## config.mk

```make
export PLATFORM = sky130hd
export DESIGN_NAME = rpdo_top
export DESIGN_NICKNAME = d
export VERILOG_FILES = /design/src/common/rpdo_pkg.sv /design/src/hdl/rpdo_step_select.sv /design/src/hdl/rpdo_top.sv
export SDC_FILE = /design/constraint.sdc
export NUM_CORES = 1
export LEC_CHECK = 0
export BUFFER_PORTS_ARGS = -buffer_cell sky130_fd_sc_hd__clkbuf_2
export CORE_ASPECT_RATIO = 1.2
export CORE_MARGIN = 5
export CORE_UTILIZATION = 53
export CTS_BUF_LIST = sky130_fd_sc_hd__clkbuf_8
export DETAILED_ROUTE_END_ITERATION = 7
export GPL_TIMING_DRIVEN = 1
export PLACE_DENSITY_LB_ADDON = 0.08
export SETUP_SLACK_MARGIN = 0.15
export SLEW_MARGIN = 20
export SYNTH_ARGS = -nofsm -noshare
export SYNTH_HDL_FRONTEND = slang
export SYNTH_SLANG_ARGS = --single-unit
```

## constraint.sdc

```tcl
create_clock -name i_clk_sys -period 10.9 [get_ports i_clk_sys]
set_clock_uncertainty 0.2 [all_clocks]
set_input_delay 2.18 -clock i_clk_sys [delete_from_list [all_inputs] [get_ports i_clk_sys]]
set_output_delay 2.18 -clock i_clk_sys [all_outputs]
set_load 0.1 [all_outputs]
```

## src/common/rpdo_pkg.sv

```systemverilog
// Package of constants and types for the regulator power-down order block.
package rpdo_pkg;

  // ****************************************************************
  // Outputs and field layout
  // ****************************************************************
  localparam int NUM_OUT = 7;
  localparam int ORDER_W = 3;
  localparam logic [ORDER_W-1:0] ORDER_RESET = 3'h0;
  localparam int IDX_BUCK_ONE = 0;
  localparam int IDX_BUCK_TWO = 1;
  localparam int IDX_BUCK_THREE = 2;
  localparam int IDX_LINEAR_ONE = 3;
  localparam int IDX_LINEAR_TWO = 4;
  localparam int IDX_LINEAR_THREE = 5;
  localparam int IDX_MEMREF = 6;

  // ****************************************************************
  // Register map (byte addresses are four times the index)
  // ****************************************************************
  localparam logic [7:0] REG_BUCK_ONE_OFF_ORDER = 8'h5F;
  localparam logic [7:0] REG_BUCK_TWO_OFF_ORDER = 8'h60;
  localparam logic [7:0] REG_BUCK_THREE_OFF_ORDER = 8'h61;
  localparam logic [7:0] REG_LINEAR_ONE_OFF_ORDER = 8'h62;
  localparam logic [7:0] REG_LINEAR_TWO_OFF_ORDER = 8'h63;
  localparam logic [7:0] REG_LINEAR_THREE_OFF_ORDER = 8'h64;
  localparam logic [7:0] REG_MEMREF_OFF_ORDER = 8'h65;
  localparam logic [7:0] REG_CTRL = 8'h70;
  localparam logic [7:0] REG_STATUS = 8'h71;
  localparam int CTRL_START_BIT = 0;
  localparam int CTRL_RESTORE_BIT = 1;
  localparam int STAT_BUSY_BIT = 0;
  localparam int STAT_DONE_BIT = 1;
  localparam int STAT_EN_LSB = 8;

  // ****************************************************************
  // Sequencer
  // ****************************************************************
  localparam int STEP_CYCLES = 4;

  typedef enum logic [1:0] {
    RPDO_IDLE,
    RPDO_STEP,
    RPDO_WAIT,
    RPDO_DONE
  } rpdo_state_t;

endpackage

```

## src/hdl/rpdo_step_select.sv

```systemverilog
// Picks the highest pending order value and the outputs that hold it.
`timescale 1ns/1ps
module rpdo_step_select #(
  parameter int N = 7,
  parameter int W = 3
) (
  input wire logic [N*W-1:0] i_order,
  input wire logic [N-1:0] i_pending,
  output logic [W-1:0] o_top,
  output logic [N-1:0] o_hit
);

  always_comb begin
    o_top = '0;
    for (int i = 0; i < N; i++) begin
      if (i_pending[i] && i_order[i*W +: W] > o_top) begin
        o_top = i_order[i*W +: W];
      end
    end
  end

  // Equal values go off in the same step.
  always_comb begin
    for (int i = 0; i < N; i++) begin
      o_hit[i] = i_pending[i] && (i_order[i*W +: W] == o_top);
    end
  end

endmodule

```

## src/hdl/rpdo_top.sv

```systemverilog
// Power-down order registers and the power-down sequencer, APB slave.
//
// Contract
// - One 3-bit off order per regulator output
// - Fields start from fused power-up order (reset loads zero here; fused copy is taken only on a restore)
// - Switch off from highest order to lowest
// - All fields zero: all off at once
// - Host rewrites fields; next power-down uses them
// - Power-up order never changed by writes
`timescale 1ns/1ps
module rpdo_top #(
  parameter int STEP_CYCLES = rpdo_pkg::STEP_CYCLES
) (
  input wire logic i_clk_sys,
  input wire logic i_rstn,
  input wire logic i_psel,
  input wire logic i_penable,
  input wire logic i_pwrite,
  input wire logic [31:0] i_paddr,
  input wire logic [31:0] i_pwdata,
  output logic [31:0] o_prdata,
  output logic o_pready,
  output logic o_pslverr,
  input wire logic [rpdo_pkg::NUM_OUT*rpdo_pkg::ORDER_W-1:0] i_fused_on_order,
  input wire logic i_load_fused,
  input wire logic i_power_down,
  output logic [rpdo_pkg::NUM_OUT*rpdo_pkg::ORDER_W-1:0] o_on_order,
  output logic [rpdo_pkg::NUM_OUT-1:0] o_out_enable,
  output logic o_busy,
  output logic o_done
);

  localparam int N = rpdo_pkg::NUM_OUT;
  localparam int W = rpdo_pkg::ORDER_W;

  // ****************************************************************
  // Register access
  // ****************************************************************
  logic [N*W-1:0] order_q;
  logic [N-1:0] en_q;
  logic [N-1:0] hit;
  // The step counter must reach STEP_CYCLES; the parameter must be 1 or more.
  localparam int CNT_W = $clog2(STEP_CYCLES + 1);
  logic [CNT_W-1:0] cnt_q;
  rpdo_pkg::rpdo_state_t state_q;
  logic access;
  logic wr;
  logic ctrl_wr;
  logic restore;
  logic setup;
  logic [7:0] idx;
  logic [N-1:0] field_wr;
  logic [31:0] rdata_d;
  logic rerr_d;

  assign access = i_psel && i_penable;
  assign wr = access && i_pwrite;
  assign setup = i_psel && !i_penable;
  assign idx = i_paddr[9:2];
  assign ctrl_wr = wr && idx == rpdo_pkg::REG_CTRL;
  // Every register answers at once, so the access phase never stretches.
  assign o_pready = 1'b1;

  function automatic logic [3:0] field_of(input logic [7:0] ix);
    if (ix >= rpdo_pkg::REG_BUCK_ONE_OFF_ORDER &&
        ix <= rpdo_pkg::REG_MEMREF_OFF_ORDER) begin
      field_of = 4'(ix - rpdo_pkg::REG_BUCK_ONE_OFF_ORDER);
    end else begin
      field_of = 4'hF;
    end
  endfunction

  function automatic logic mapped(input logic [7:0] ix);
    mapped = (field_of(ix) != 4'hF) || ix == rpdo_pkg::REG_CTRL ||
             ix == rpdo_pkg::REG_STATUS;
  endfunction

  // Fused power-up order is passed through untouched; no write path exists.
  assign o_on_order = i_fused_on_order;

  // The fused copy may be taken again at any time, from the pin or CTRL.
  assign restore = i_load_fused ||
                   (ctrl_wr && i_pwdata[rpdo_pkg::CTRL_RESTORE_BIT]);

  always_comb begin
    for (int i = 0; i < N; i++) begin
      field_wr[i] = wr && field_of(idx) == 4'(i) && i_paddr[1:0] == 2'h0;
    end
  end

  genvar g;
  generate
    for (g = 0; g < N; g++) begin : g_field
      always_ff @(posedge i_clk_sys) begin
        if (!i_rstn) begin
          order_q[g*W +: W] <= rpdo_pkg::ORDER_RESET;
        end else if (restore) begin
          order_q[g*W +: W] <= i_fused_on_order[g*W +: W];
        end else if (field_wr[g]) begin
          // Taken in any state; the running sequence keeps its snapshot.
          order_q[g*W +: W] <= i_pwdata[W-1:0];
        end
      end
    end
  endgenerate

  // Read data is chosen in the setup cycle and held in a register through
  // the access phase, so the bus never sees a field change mid-transfer.
  always_comb begin
    rdata_d = 32'h0000_0000;
    if (field_of(idx) != 4'hF) begin
      rdata_d[W-1:0] = order_q[field_of(idx)*W +: W];
    end else if (idx == rpdo_pkg::REG_STATUS) begin
      rdata_d[rpdo_pkg::STAT_BUSY_BIT] = o_busy;
      rdata_d[rpdo_pkg::STAT_DONE_BIT] = o_done;
      rdata_d[rpdo_pkg::STAT_EN_LSB +: N] = en_q;
    end
  end

  assign rerr_d = !mapped(idx) || i_paddr[1:0] != 2'h0;

  always_ff @(posedge i_clk_sys) begin
    if (!i_rstn) begin
      o_prdata <= 32'h0000_0000;
    end else if (setup) begin
      o_prdata <= rdata_d;
    end else begin
      o_prdata <= 32'h0000_0000;
    end
  end

  always_ff @(posedge i_clk_sys) begin
    if (!i_rstn) begin
      o_pslverr <= 1'b0;
    end else if (setup) begin
      o_pslverr <= rerr_d;
    end else begin
      o_pslverr <= 1'b0;
    end
  end

  // ****************************************************************
  // Sequencer
  // ****************************************************************
  logic [N*W-1:0] snap_q;
  logic [N*W-1:0] snap_d;
  logic [N-1:0] en_d;
  logic [N-1:0] left;
  logic [CNT_W-1:0] cnt_d;
  rpdo_pkg::rpdo_state_t state_d;
  logic start;
  logic gap_end;

  // A start that arrives while busy or done is dropped by the state machine.
  assign start = i_power_down ||
                 (ctrl_wr && i_pwdata[rpdo_pkg::CTRL_START_BIT]);

  rpdo_step_select #(
    .N(N),
    .W(W)
  ) u_sel (
    .i_order(snap_q),
    .i_pending(en_q),
    .o_top(),
    .o_hit(hit)
  );

  // Outputs still on once the current top group is switched off.
  assign left = en_q & ~hit;
  assign gap_end = cnt_q == CNT_W'(STEP_CYCLES - 1);

  // Next state of the sequencer; the registers below only take it.
  always_comb begin
    state_d = state_q;
    en_d = en_q;
    snap_d = snap_q;
    cnt_d = cnt_q;
    unique case (state_q)
      rpdo_pkg::RPDO_IDLE: begin
        if (start) begin
          // Later writes land in the fields only; this run keeps its copy.
          snap_d = order_q;
          if (order_q == '0) begin
            en_d = '0;
            state_d = rpdo_pkg::RPDO_DONE;
          end else begin
            state_d = rpdo_pkg::RPDO_STEP;
          end
        end
      end
      rpdo_pkg::RPDO_STEP: begin
        // Highest pending value goes first; equal values share the step.
        en_d = left;
        cnt_d = '0;
        if (left == '0) begin
          state_d = rpdo_pkg::RPDO_DONE;
        end else begin
          state_d = rpdo_pkg::RPDO_WAIT;
        end
      end
      rpdo_pkg::RPDO_WAIT: begin
        cnt_d = cnt_q + CNT_W'(1);
        if (gap_end) begin
          state_d = rpdo_pkg::RPDO_STEP;
        end
      end
      rpdo_pkg::RPDO_DONE: begin
        // Outputs stay off until reset brings the system back.
        state_d = rpdo_pkg::RPDO_DONE;
      end
    endcase
  end

  always_ff @(posedge i_clk_sys) begin
    if (!i_rstn) begin
      state_q <= rpdo_pkg::RPDO_IDLE;
    end else begin
      state_q <= state_d;
    end
  end

  always_ff @(posedge i_clk_sys) begin
    if (!i_rstn) begin
      en_q <= '1;
    end else begin
      en_q <= en_d;
    end
  end

  always_ff @(posedge i_clk_sys) begin
    if (!i_rstn) begin
      snap_q <= '0;
    end else begin
      snap_q <= snap_d;
    end
  end

  always_ff @(posedge i_clk_sys) begin
    if (!i_rstn) begin
      cnt_q <= '0;
    end else begin
      cnt_q <= cnt_d;
    end
  end

  assign o_out_enable = en_q;
  assign o_busy = state_q == rpdo_pkg::RPDO_STEP ||
                  state_q == rpdo_pkg::RPDO_WAIT;
  assign o_done = state_q == rpdo_pkg::RPDO_DONE;

endmodule

```

==> metrics.json, run 1 <==
{
  "placed_design": {
    "dp.cells": 725,
    "gpl.final_weighted_congestion": 0.922,
    "place_worst_setup_slack_ns": 0.485,
    "dp_hpwl_mm": 8.73,
    "placement.io_buffers": 81
  },
  "clock_network": {
    "clk_latency_ns": 0.36,
    "clk_root_buffer_cell": "clkbuf_8",
    "htree_levels": 3,
    "clock_sink_count": 65,
    "tritoncts.num_buffers": 9,
    "tritoncts_clock_tree": "done",
    "clock_path_buffers": 2,
    "clkSlewWorstSetupHoldPaths_ns": 0.08
  },
  "synth": {
    "synth_enable_flop_cells": 0,
    "post-synth-top-count-cell": "nand2_1",
    "synthesis.instances": 569,
    "ys_types": 68,
    "ys.flop_type": "dfxtp_1",
    "async_reset_ff_share_pct": 0,
    "yosys-top-cells-count": "nand2_1 (75), dfxtp_1 (65), nor2_1 (50)",
    "synth.yosys.seq_area_share_pct": 28.5,
    "synth.yosys.warnings": 0,
    "yosys_register_bits": 65,
    "cell_area_after_synthesis_mm2": 0.00456,
    "synth_top_cells_by_area": "dfxtp_1 (29%), buf_4 (7.2%), nand2_1 (6.2%)",
    "post_synth.cell_area_avg_um2": 8.01,
    "synth_top_cell_area_share_pct": 28.5,
    "synthDominantAreaCellType": "dfxtp_1"
  },
  "timing": {
    "worst_pin_slew_ns": 0.881,
    "finalHoldWorstSlack_ns": 0.261,
    "final.setup.tns_ns": 0,
    "finalCritPeriodShare_pct": 91.7,
    "setup_ws_ns": 0.908,
    "period_minus_slack_ns": 9.99,
    "final-hold-violation-count": 0,
    "worst_slew_margin_relative_to_its_limit_pct": 40.5,
    "final_max_slew_viol_count": 0,
    "finalSetupViolCount": 0,
    "rsz_0062_raised_after_global_routing": "no",
    "fmax_mhz": 100
  },
  "routing": {
    "top_layer": "met4",
    "wire_per_inst_um": 15.3,
    "drc_errors": 0,
    "antenna_nets_post_route": 0,
    "dr_wl_met2_mm": 5.58,
    "avgViaCountPerCell": 5.58,
    "met3_routed_wl_um": 489,
    "detail_route.first_pass.iterations": 5,
    "routed_wirelength_mm": 11.4,
    "route.layer.met1.wl_mm": 4.97,
    "dr_total_vias": 4144,
    "drt_iter0_markers": 147
  },
  "floorplanning": {
    "die_w_um": 94.7,
    "die_area_mm2": 0.0106,
    "pin_count": 156,
    "die_height_um": 112,
    "start_util_pct": 53.8,
    "num_rows": 37,
    "core-area_mm2": 0.00847
  },
  "final_layout": {
    "drive_above_1_share_pct": 19.7,
    "final_net_count": 734,
    "areaGrowthSynthToFinish_pct": 11.0,
    "final-instance-count-excl-fill": 742,
    "antennaDiodeCount": 0
  },
  "flow_run": {
    "number_of_max_cap_violations": 0
  },
  "power_and_ir_drop": {
    "pwr_density_cell_mw_per_mm2": 340,
    "static-leakage-power_uw": 0.00226,
    "total_power_uw": 1720,
    "vdd_ir_drop_max_v": 0.000206
  },
  "grt": {
    "grt_antenna_before_repair": 0,
    "grt_remaining_overflow": 0,
    "grt_pass1_wl_mm": 18.5,
    "number_of_global_route_vias_before_repair": 3950,
    "track_usage_pct": 21.7,
    "grt_start_max_net_pins": 53
  },
  "setup_path": {
    "path_class": "reg -> reg",
    "crit_slowest_cell": "or4_1",
    "start_kind": "flop",
    "path_max_fanout": 10,
    "crit_required_ns": 10.97,
    "critical-path-max-stage-delay_ns": 0.59,
    "worstRegToRegCells": 43,
    "worst_ep_arrival_time_ns": 10.07,
    "cp-end-kind": "flop"
  },
  "min_path": {
    "hold_depth": 2,
    "worstHoldPathType": "reg -> reg"
  },
  "outcome": {
    "run_status": "finished clean"
  }
}
flip-flops by register name, indices dropped and copies added (netlist names):
name,cells
cnt_q,3
o_out_enable,7
o_prdata,10
o_pslverr,1
order_q,21
snap_q,21
state_q,2
through the flow:
stage,instance area (um^2),util (%)
floorplan,4640,-
finish,5060,59.7
global placement,4810,56.7
CTS,5030,59.4
detailed placement,4810,56.7
global route,5060,59.7
routing by layer:
metal	vias up	GRT usage (%)
met2	123	36.4
met1	1919	27.1
met3	27	3.92
met4	0	8.57
met5	-	0
li1	2075	-
critical path, delay by kind of cell (launching register included):
family,cells,cell delay (ns)
flip-flops,1,0.47
XOR/XNOR,1,0.12
AND/OR/NAND/NOR,15,2.70
multiplexers,2,0.80
adder cells (fa/ha/maj),6,1.78
buffers and inverters,1,0.07
AO/OA/AOI/OAI,18,3.79
worst paths after layout:
path | from | end | slack [ns]
min | snap_q[12] | snap_q[12] | 0.26
min reg2reg | snap_q[12] | snap_q[12] | 0.26
max | o_out_enable[0] | state_q[0] | 0.91
max reg2reg | o_out_enable[0] | state_q[0] | 0.91
repair_timing:
item,in CTS,in global routing
hold endpoints to repair,0,0
gates resized for setup,0,3
setup buffers,0,1
setup endpoints to repair,0,7
hold buffers,0,0
report_power, final:
group / switching, uW / internal (uW)
Sequential: 44.4 / 267
Combinational: 728 / 440
Clock: 107 / 131
cells in the final DEF, fill, tap and decap left out, drive strengths merged, types with 4 or more instances in the layout:
cell type   n
ha         22
nor3       11
o22ai       7
a211oi     23
dfxtp      65
nor2b       7
and3        5
xnor2      12
nor2       50
a31oi       5
clkbuf     90
inv        26
and2       12
nand2b      5
nand3      12
o31a        7
a21o        4
xor2        8
o21ai      14
conb       23
nand2      75
a221o       6
buf         5
mux2i      25
a21oi      43
cell families after synthesis:
family | count (synthesis) | synth area share, %
AND/OR/NAND/NOR | 195 | 20.3
AO/OA/AOI/OAI | 144 | 23.2
buffers and inverters | 92 | 11.2
flip-flops | 65 | 28.5
multiplexers | 29 | 6.73
adder cells (fa/ha/maj) | 22 | 6.04
XOR/XNOR | 20 | 3.84
other | 2 | 0.165
final cells by class:
type / count / area (um^2)
clock inverter: 7 / 103
fill: 859 / 3410
sequential: 65 / 1300
tap: 117 / 146
clock buffer: 9 / 124
inverter: 25 / 93.8
multi-input combinational: 433 / 2850
timing repair buffer: 86 / 443
(Power assumes the default switching activity.)
==> inputs of run 2 (changes only) <==
- RECOVER_POWER: default -> 50
- SKIP_LAST_GASP: default -> 1
==> metrics.json, run 2 (synthesis gave the netlist of run 1 again) <==
{
  "setup_path": {
    "critical_path.n_buffers_inverters": 1,
    "crit_slowest_cell": "or4_1",
    "cp-end-kind": "flop",
    "crit_required_ns": 10.98,
    "worst_ep_arrival_time_ns": 10.11,
    "start_kind": "flop",
    "cp-startpoint": "o_out_enable[0]",
    "critical-path-max-stage-delay_ns": 0.59,
    "critical-path-top-delay-family": "compound AO/OA/AOI/OAI gates",
    "path_depth": 43,
    "path_max_fanout": 10,
    "r2r_start": "o_out_enable[0]",
    "path_class": "reg -> reg",
    "worstRegToRegCells": 43
  },
  "floorplanning": {
    "core-area_mm2": 0.00847,
    "die_height_um": 112,
    "num_rows": 37,
    "pin_count": 156,
    "start_util_pct": 53.8,
    "die_w_um": 94.7,
    "die_area_mm2": 0.0106
  },
  "final_layout": {
    "layout_fillers": 875,
    "fin_area_mm2": 0.00503,
    "final_net_count": 734,
    "areaGrowthSynthToFinish_pct": 10.3,
    "layout_top_registers": "order_q x21, snap_q x21, o_prdata x10",
    "final_design_utilization_pct": 59.3,
    "antennaDiodeCount": 0,
    "leading_cell_type_in_the_layout_fill_and_taps_excluded": "nand2_1",
    "drive_above_1_share_pct": 15.8,
    "most-common-layout-cells": "nand2_1 (75), dfxtp_1 (65), clkbuf_2 (59), nor2_1 (49), a21oi_1 (39)"
  },
  "clock_network": {
    "clock_path_buffers": 2,
    "clk_latency_ns": 0.36,
    "clk_root_buffer_cell": "clkbuf_8",
    "clock_sink_count": 65,
    "tritoncts.num_buffers": 9,
    "tritoncts_clock_tree": "done",
    "postCtsHoldBufs": 0,
    "htree_levels": 3,
    "clkSlewWorstSetupHoldPaths_ns": 0.08
  },
  "power_and_ir_drop": {
    "pwr_density_cell_mw_per_mm2": 343,
    "vdd_ir_drop_max_v": 0.000207,
    "static-leakage-power_uw": 0.00218
  },
  "placed_design": {
    "placement.io_buffers": 81,
    "placed_cell_area_mm2": 0.00481,
    "gpl.final_weighted_congestion": 0.922,
    "dp_hpwl_mm": 8.73
  },
  "timing": {
    "worst_slew_margin_relative_to_its_limit_pct": -60.5,
    "final.setup.tns_ns": 0,
    "finalSetupViolCount": 0,
    "final_max_slew_viol_count": 53,
    "final-hold-violation-count": 0,
    "rsz_0062_raised_after_global_routing": "no",
    "fmax_mhz": 99.7,
    "finalCritPeriodShare_pct": 92.0,
    "period_minus_slack_ns": 10.03,
    "worst_pin_slew_ns": 2.41
  },
  "routing": {
    "drt_iter0_markers": 137,
    "dr_total_vias": 4127,
    "wire_per_inst_um": 15.4,
    "antenna_nets_post_route": 0,
    "drc_errors": 0,
    "met3_routed_wl_um": 467,
    "top_layer": "met4",
    "dr_wl_met2_mm": 5.57,
    "route.layer.met1.wl_mm": 5.12,
    "avgViaCountPerCell": 5.56,
    "detail_route.first_pass.iterations": 4,
    "routed_wirelength_mm": 11.4
  },
  "grt": {
    "track_usage_pct": 21.7,
    "grt_antenna_before_repair": 0,
    "number_of_global_route_vias_before_repair": 3950,
    "grt_remaining_overflow": 0,
    "grt_start_max_net_pins": 53,
    "grt_pass1_wl_mm": 18.5
  },
  "min_path": {
    "worstHoldPathType": "reg -> reg",
    "hold_depth": 2,
    "worst_min_path_start": "snap_q[12]"
  },
  "outcome": {
    "violations": "max-capacitance violations, max-slew violations",
    "run_status": "finished, violations left"
  },
  "flow_run": {
    "number_of_max_cap_violations": 1
  }
}
-- run 2: cell types whose count changed in the layout (fill, tap and decap cells not counted) --
cell	delta
o221a_1	+1
and2_1	-4
clkbuf_2	-22
o221a_2	-1
buf_4	-1
and2_0	+4
clkbuf_1	+23
-- run 2: per-stage QoR --
stage,instances,worst slack (ns),hold slack [ns],power [uW]
4_1_cts,741,0.423,0.268,1690
5_1_grt,742,0.152,0.311,1840
2_1_floorplan,590,0.867,0.236,1240
3_5_place_dp,725,0.485,0.251,1450
3_3_place_gp,725,0.568,0.245,1430
6_report,742,0.869,0.262,1720
-- run 2: worst reg2reg max path, delay by kind of cell (launching register included) --
family | cells | cell delay, ns
muxes | 2 | 0.80
and+or+nand+nor | 14 | 2.63
DFF | 1 | 0.47
xor gates and xnor gates | 1 | 0.12
buffers and inverters | 1 | 0.07
AOI/OAI and AO/OA | 19 | 4.00
adders and majority gates | 6 | 1.69
-- run 2: area by class of cell --
| type | instances | area (um^2) | share of cell area [%] |
|---|---|---|---|
| multi-input cells | 433 | 2850 | 56.6 |
| repair buffers | 86 | 412 | 8.19 |
| inverters | 25 | 93.8 | 1.87 |
| clock buffers | 9 | 124 | 2.46 |
| clock inverters | 7 | 103 | 2.04 |
| well taps | 117 | 146 | 2.91 |
| flip-flops and latches | 65 | 1300 | 25.9 |
-- run 2: path summary, 6_finish.rpt --
kind | to | slack (ns)
setup / recovery | state_q[0] | 0.87
hold / removal | snap_q[12] | 0.26
setup reg to reg | state_q[0] | 0.87
hold reg to reg | snap_q[12] | 0.26
-- run 2: what timing repair did --
| item | CTS | global route |
|---|---|---|
| gates resized for setup | 0 | 3 |
| setup endpoints to repair | 0 | 7 |
| buffers inserted | 0 | 1 |
-- run 2: power by group --
group	internal [uW]	switching, uW
clock network	131	109
registers	267	44.9
logic	436	734
-- run 2: metal layers --
| layer | up-vias | global-route usage (%) |
|---|---|---|
| li1 | 2074 | - |
| met1 | 1921 | 27.1 |
| met2 | 110 | 36.4 |
| met3 | 22 | 3.92 |
| met4 | 0 | 8.57 |
| met5 | - | 0 |
==> inputs of run 3 (changes only) <==
- CORE_UTILIZATION: 53 -> 47
- clock period: 10.9 -> 8.9 ns (I/O delays scaled with it)
==> metrics.json, run 3 (synthesis gave the netlist of run 1 again) <==
{
  "timing": {
    "fmax_mhz": 116,
    "final-hold-violation-count": 0,
    "worst_pin_slew_ns": 2.30,
    "worst_slew_margin_relative_to_its_limit_pct": -53.4,
    "rsz_0062_raised_after_global_routing": "yes",
    "final_max_slew_viol_count": 52,
    "finalSetupViolCount": 0,
    "finalCritPeriodShare_pct": 97.2,
    "period_minus_slack_ns": 8.65
  },
  "placed_design": {
    "dp_hpwl_mm": 9.13,
    "gpl.final_weighted_congestion": 0.889,
    "placed_cell_area_mm2": 0.00512,
    "placement.io_buffers": 81,
    "dp.cells": 753
  },
  "floorplanning": {
    "start_util_pct": 47.9,
    "pin_count": 156,
    "die_area_mm2": 0.0118,
    "core-area_mm2": 0.00952,
    "num_rows": 39,
    "die_height_um": 118,
    "die_w_um": 99.9
  },
  "clock_network": {
    "tritoncts.num_buffers": 9,
    "clk_root_buffer_cell": "clkbuf_8",
    "clkSlewWorstSetupHoldPaths_ns": 0.08,
    "htree_levels": 3,
    "postCtsHoldBufs": 0,
    "clk_latency_ns": 0.35,
    "tritoncts_clock_tree": "done",
    "clock_path_buffers": 2,
    "clock_sink_count": 65
  },
  "routing": {
    "antenna_nets_post_route": 0,
    "drc_errors": 0,
    "wire_per_inst_um": 15.5,
    "avgViaCountPerCell": 5.44,
    "detail_route.first_pass.iterations": 4,
    "drt_iter0_markers": 173,
    "dr_total_vias": 4289,
    "routed_wirelength_mm": 12.2
  },
  "setup_path": {
    "path_class": "reg -> reg",
    "critical-path-max-stage-delay_ns": 0.57,
    "critical_path.most_common_cell": "ha_4",
    "start_kind": "flop",
    "cp-end-kind": "flop",
    "path_max_fanout": 7,
    "worstRegToRegCells": 44,
    "worst_reg2reg_path_endpoint": "state_q[0]",
    "r2r_start": "o_out_enable[0]",
    "crit_slowest_cell": "or4_4",
    "timing.reg2reg.setup_slack_ns": 0.25,
    "worst_ep_arrival_time_ns": 8.71,
    "crit_required_ns": 8.97
  },
  "power_and_ir_drop": {
    "pwr_density_cell_mw_per_mm2": 473,
    "static-leakage-power_uw": 0.00245,
    "vdd_ir_drop_max_v": 0.000229
  },
  "final_layout": {
    "drive_above_1_share_pct": 28.7,
    "final-instance-count-excl-fill": 788,
    "antennaDiodeCount": 0,
    "fin_area_mm2": 0.00562,
    "areaGrowthSynthToFinish_pct": 23.2,
    "final_net_count": 774,
    "leading_cell_type_in_the_layout_fill_and_taps_excluded": "nand2_1",
    "most-common-layout-cells": "nand2_1 (71), clkbuf_2 (69), dfxtp_1 (63), buf_4 (43), nor2_1 (41)",
    "layout_top_registers": "order_q x21, snap_q x21, o_prdata x10"
  },
  "grt": {
    "grt_remaining_overflow": 0,
    "number_of_global_route_vias_before_repair": 4059,
    "track_usage_pct": 20.3,
    "grt_start_max_net_pins": 52,
    "grt_antenna_before_repair": 0,
    "grt_pass1_wl_mm": 19.7
  },
  "min_path": {
    "hold_depth": 2,
    "worstHoldPathType": "reg -> reg",
    "worst_min_path_start": "snap_q[6]",
    "hold-path-endpoint": "snap_q[6]"
  },
  "outcome": {
    "violations": "max-capacitance violations, max-slew violations",
    "run_status": "finished, violations left"
  },
  "flow_run": {
    "number_of_max_cap_violations": 1
  }
}
## run 3: worst max-delay path by stage
stage / end / startpoint / slack, ns
2_1_floorplan: state_q[0] / o_out_enable[0] / 0.16
3_3_place_gp: state_q[0] / o_out_enable[0] / 0.05
3_5_place_dp: state_q[0] / o_out_enable[0] / -0.08
4_1_cts: state_q[0] / o_out_enable[0] / 0.18
5_1_grt: state_q[0] / o_out_enable[0] / -0.17
6_report: state_q[0] / o_out_enable[0] / 0.25
## run 3: final cells by class
cell class / count / area, um^2
Sequential cell: 65 / 1310
Multi-Input combinational cell: 433 / 3160
Clock buffer: 9 / 124
Inverter: 25 / 93.8
Clock inverter: 7 / 47.5
Timing Repair Buffer: 126 / 728
Fill cell: 913 / 3900
Tap cell: 123 / 154
## run 3: where the power goes
group,internal [uW],switching [uW]
clock,101,126
sequential,329,61.7
combinational,969,1070
total,1400,1260
## run 3: worst max-delay path, delay by kind of cell, from the launching register on
family	cells	cell delay, ns
AO/OA/AOI/OAI	17	3.12
AND/OR/NAND/NOR	16	2.24
adder cells (fa/ha/maj)	6	1.63
multiplexers	2	0.68
flip-flops	1	0.41
buffers and inverters	2	0.21
XOR/XNOR	1	0.07
## run 3: timing repair
item,4_1_cts,5_1_grt
endpoints found under the hold margin,0,0
gates cloned,0,0
buffers inserted,3,16
pin swaps,4,35
gates resized for setup,5,29
endpoints found under the setup margin,1,5
## run 3: through the flow
step	util [%]	hold WS (ns)	total power, uW	worst slack [ns]	setup TNS [ns]
after global placement	53.8	0.247	2020	0.0511	0
final	59.0	0.259	2660	0.252	0
after global routing	59.0	0.302	2840	-0.175	-0.175
after CTS	56.1	0.264	2360	0.185	0
after floorplan	-	0.236	1610	0.158	0
after detailed placement	53.8	0.252	2040	-0.0811	-0.0811
## run 3: per-layer routing
| metal | GRT usage [%] | wire length [um] | share of wire [%] |
|---|---|---|---|
| met5 | 0 | 0 | 0 |
| met2 | 34.1 | 6020 | 49 |
| met3 | 3.26 | 475 | 3.9 |
| met1 | 26.0 | 5490 | 45 |
| met4 | 6.83 | 222 | 1.8 |
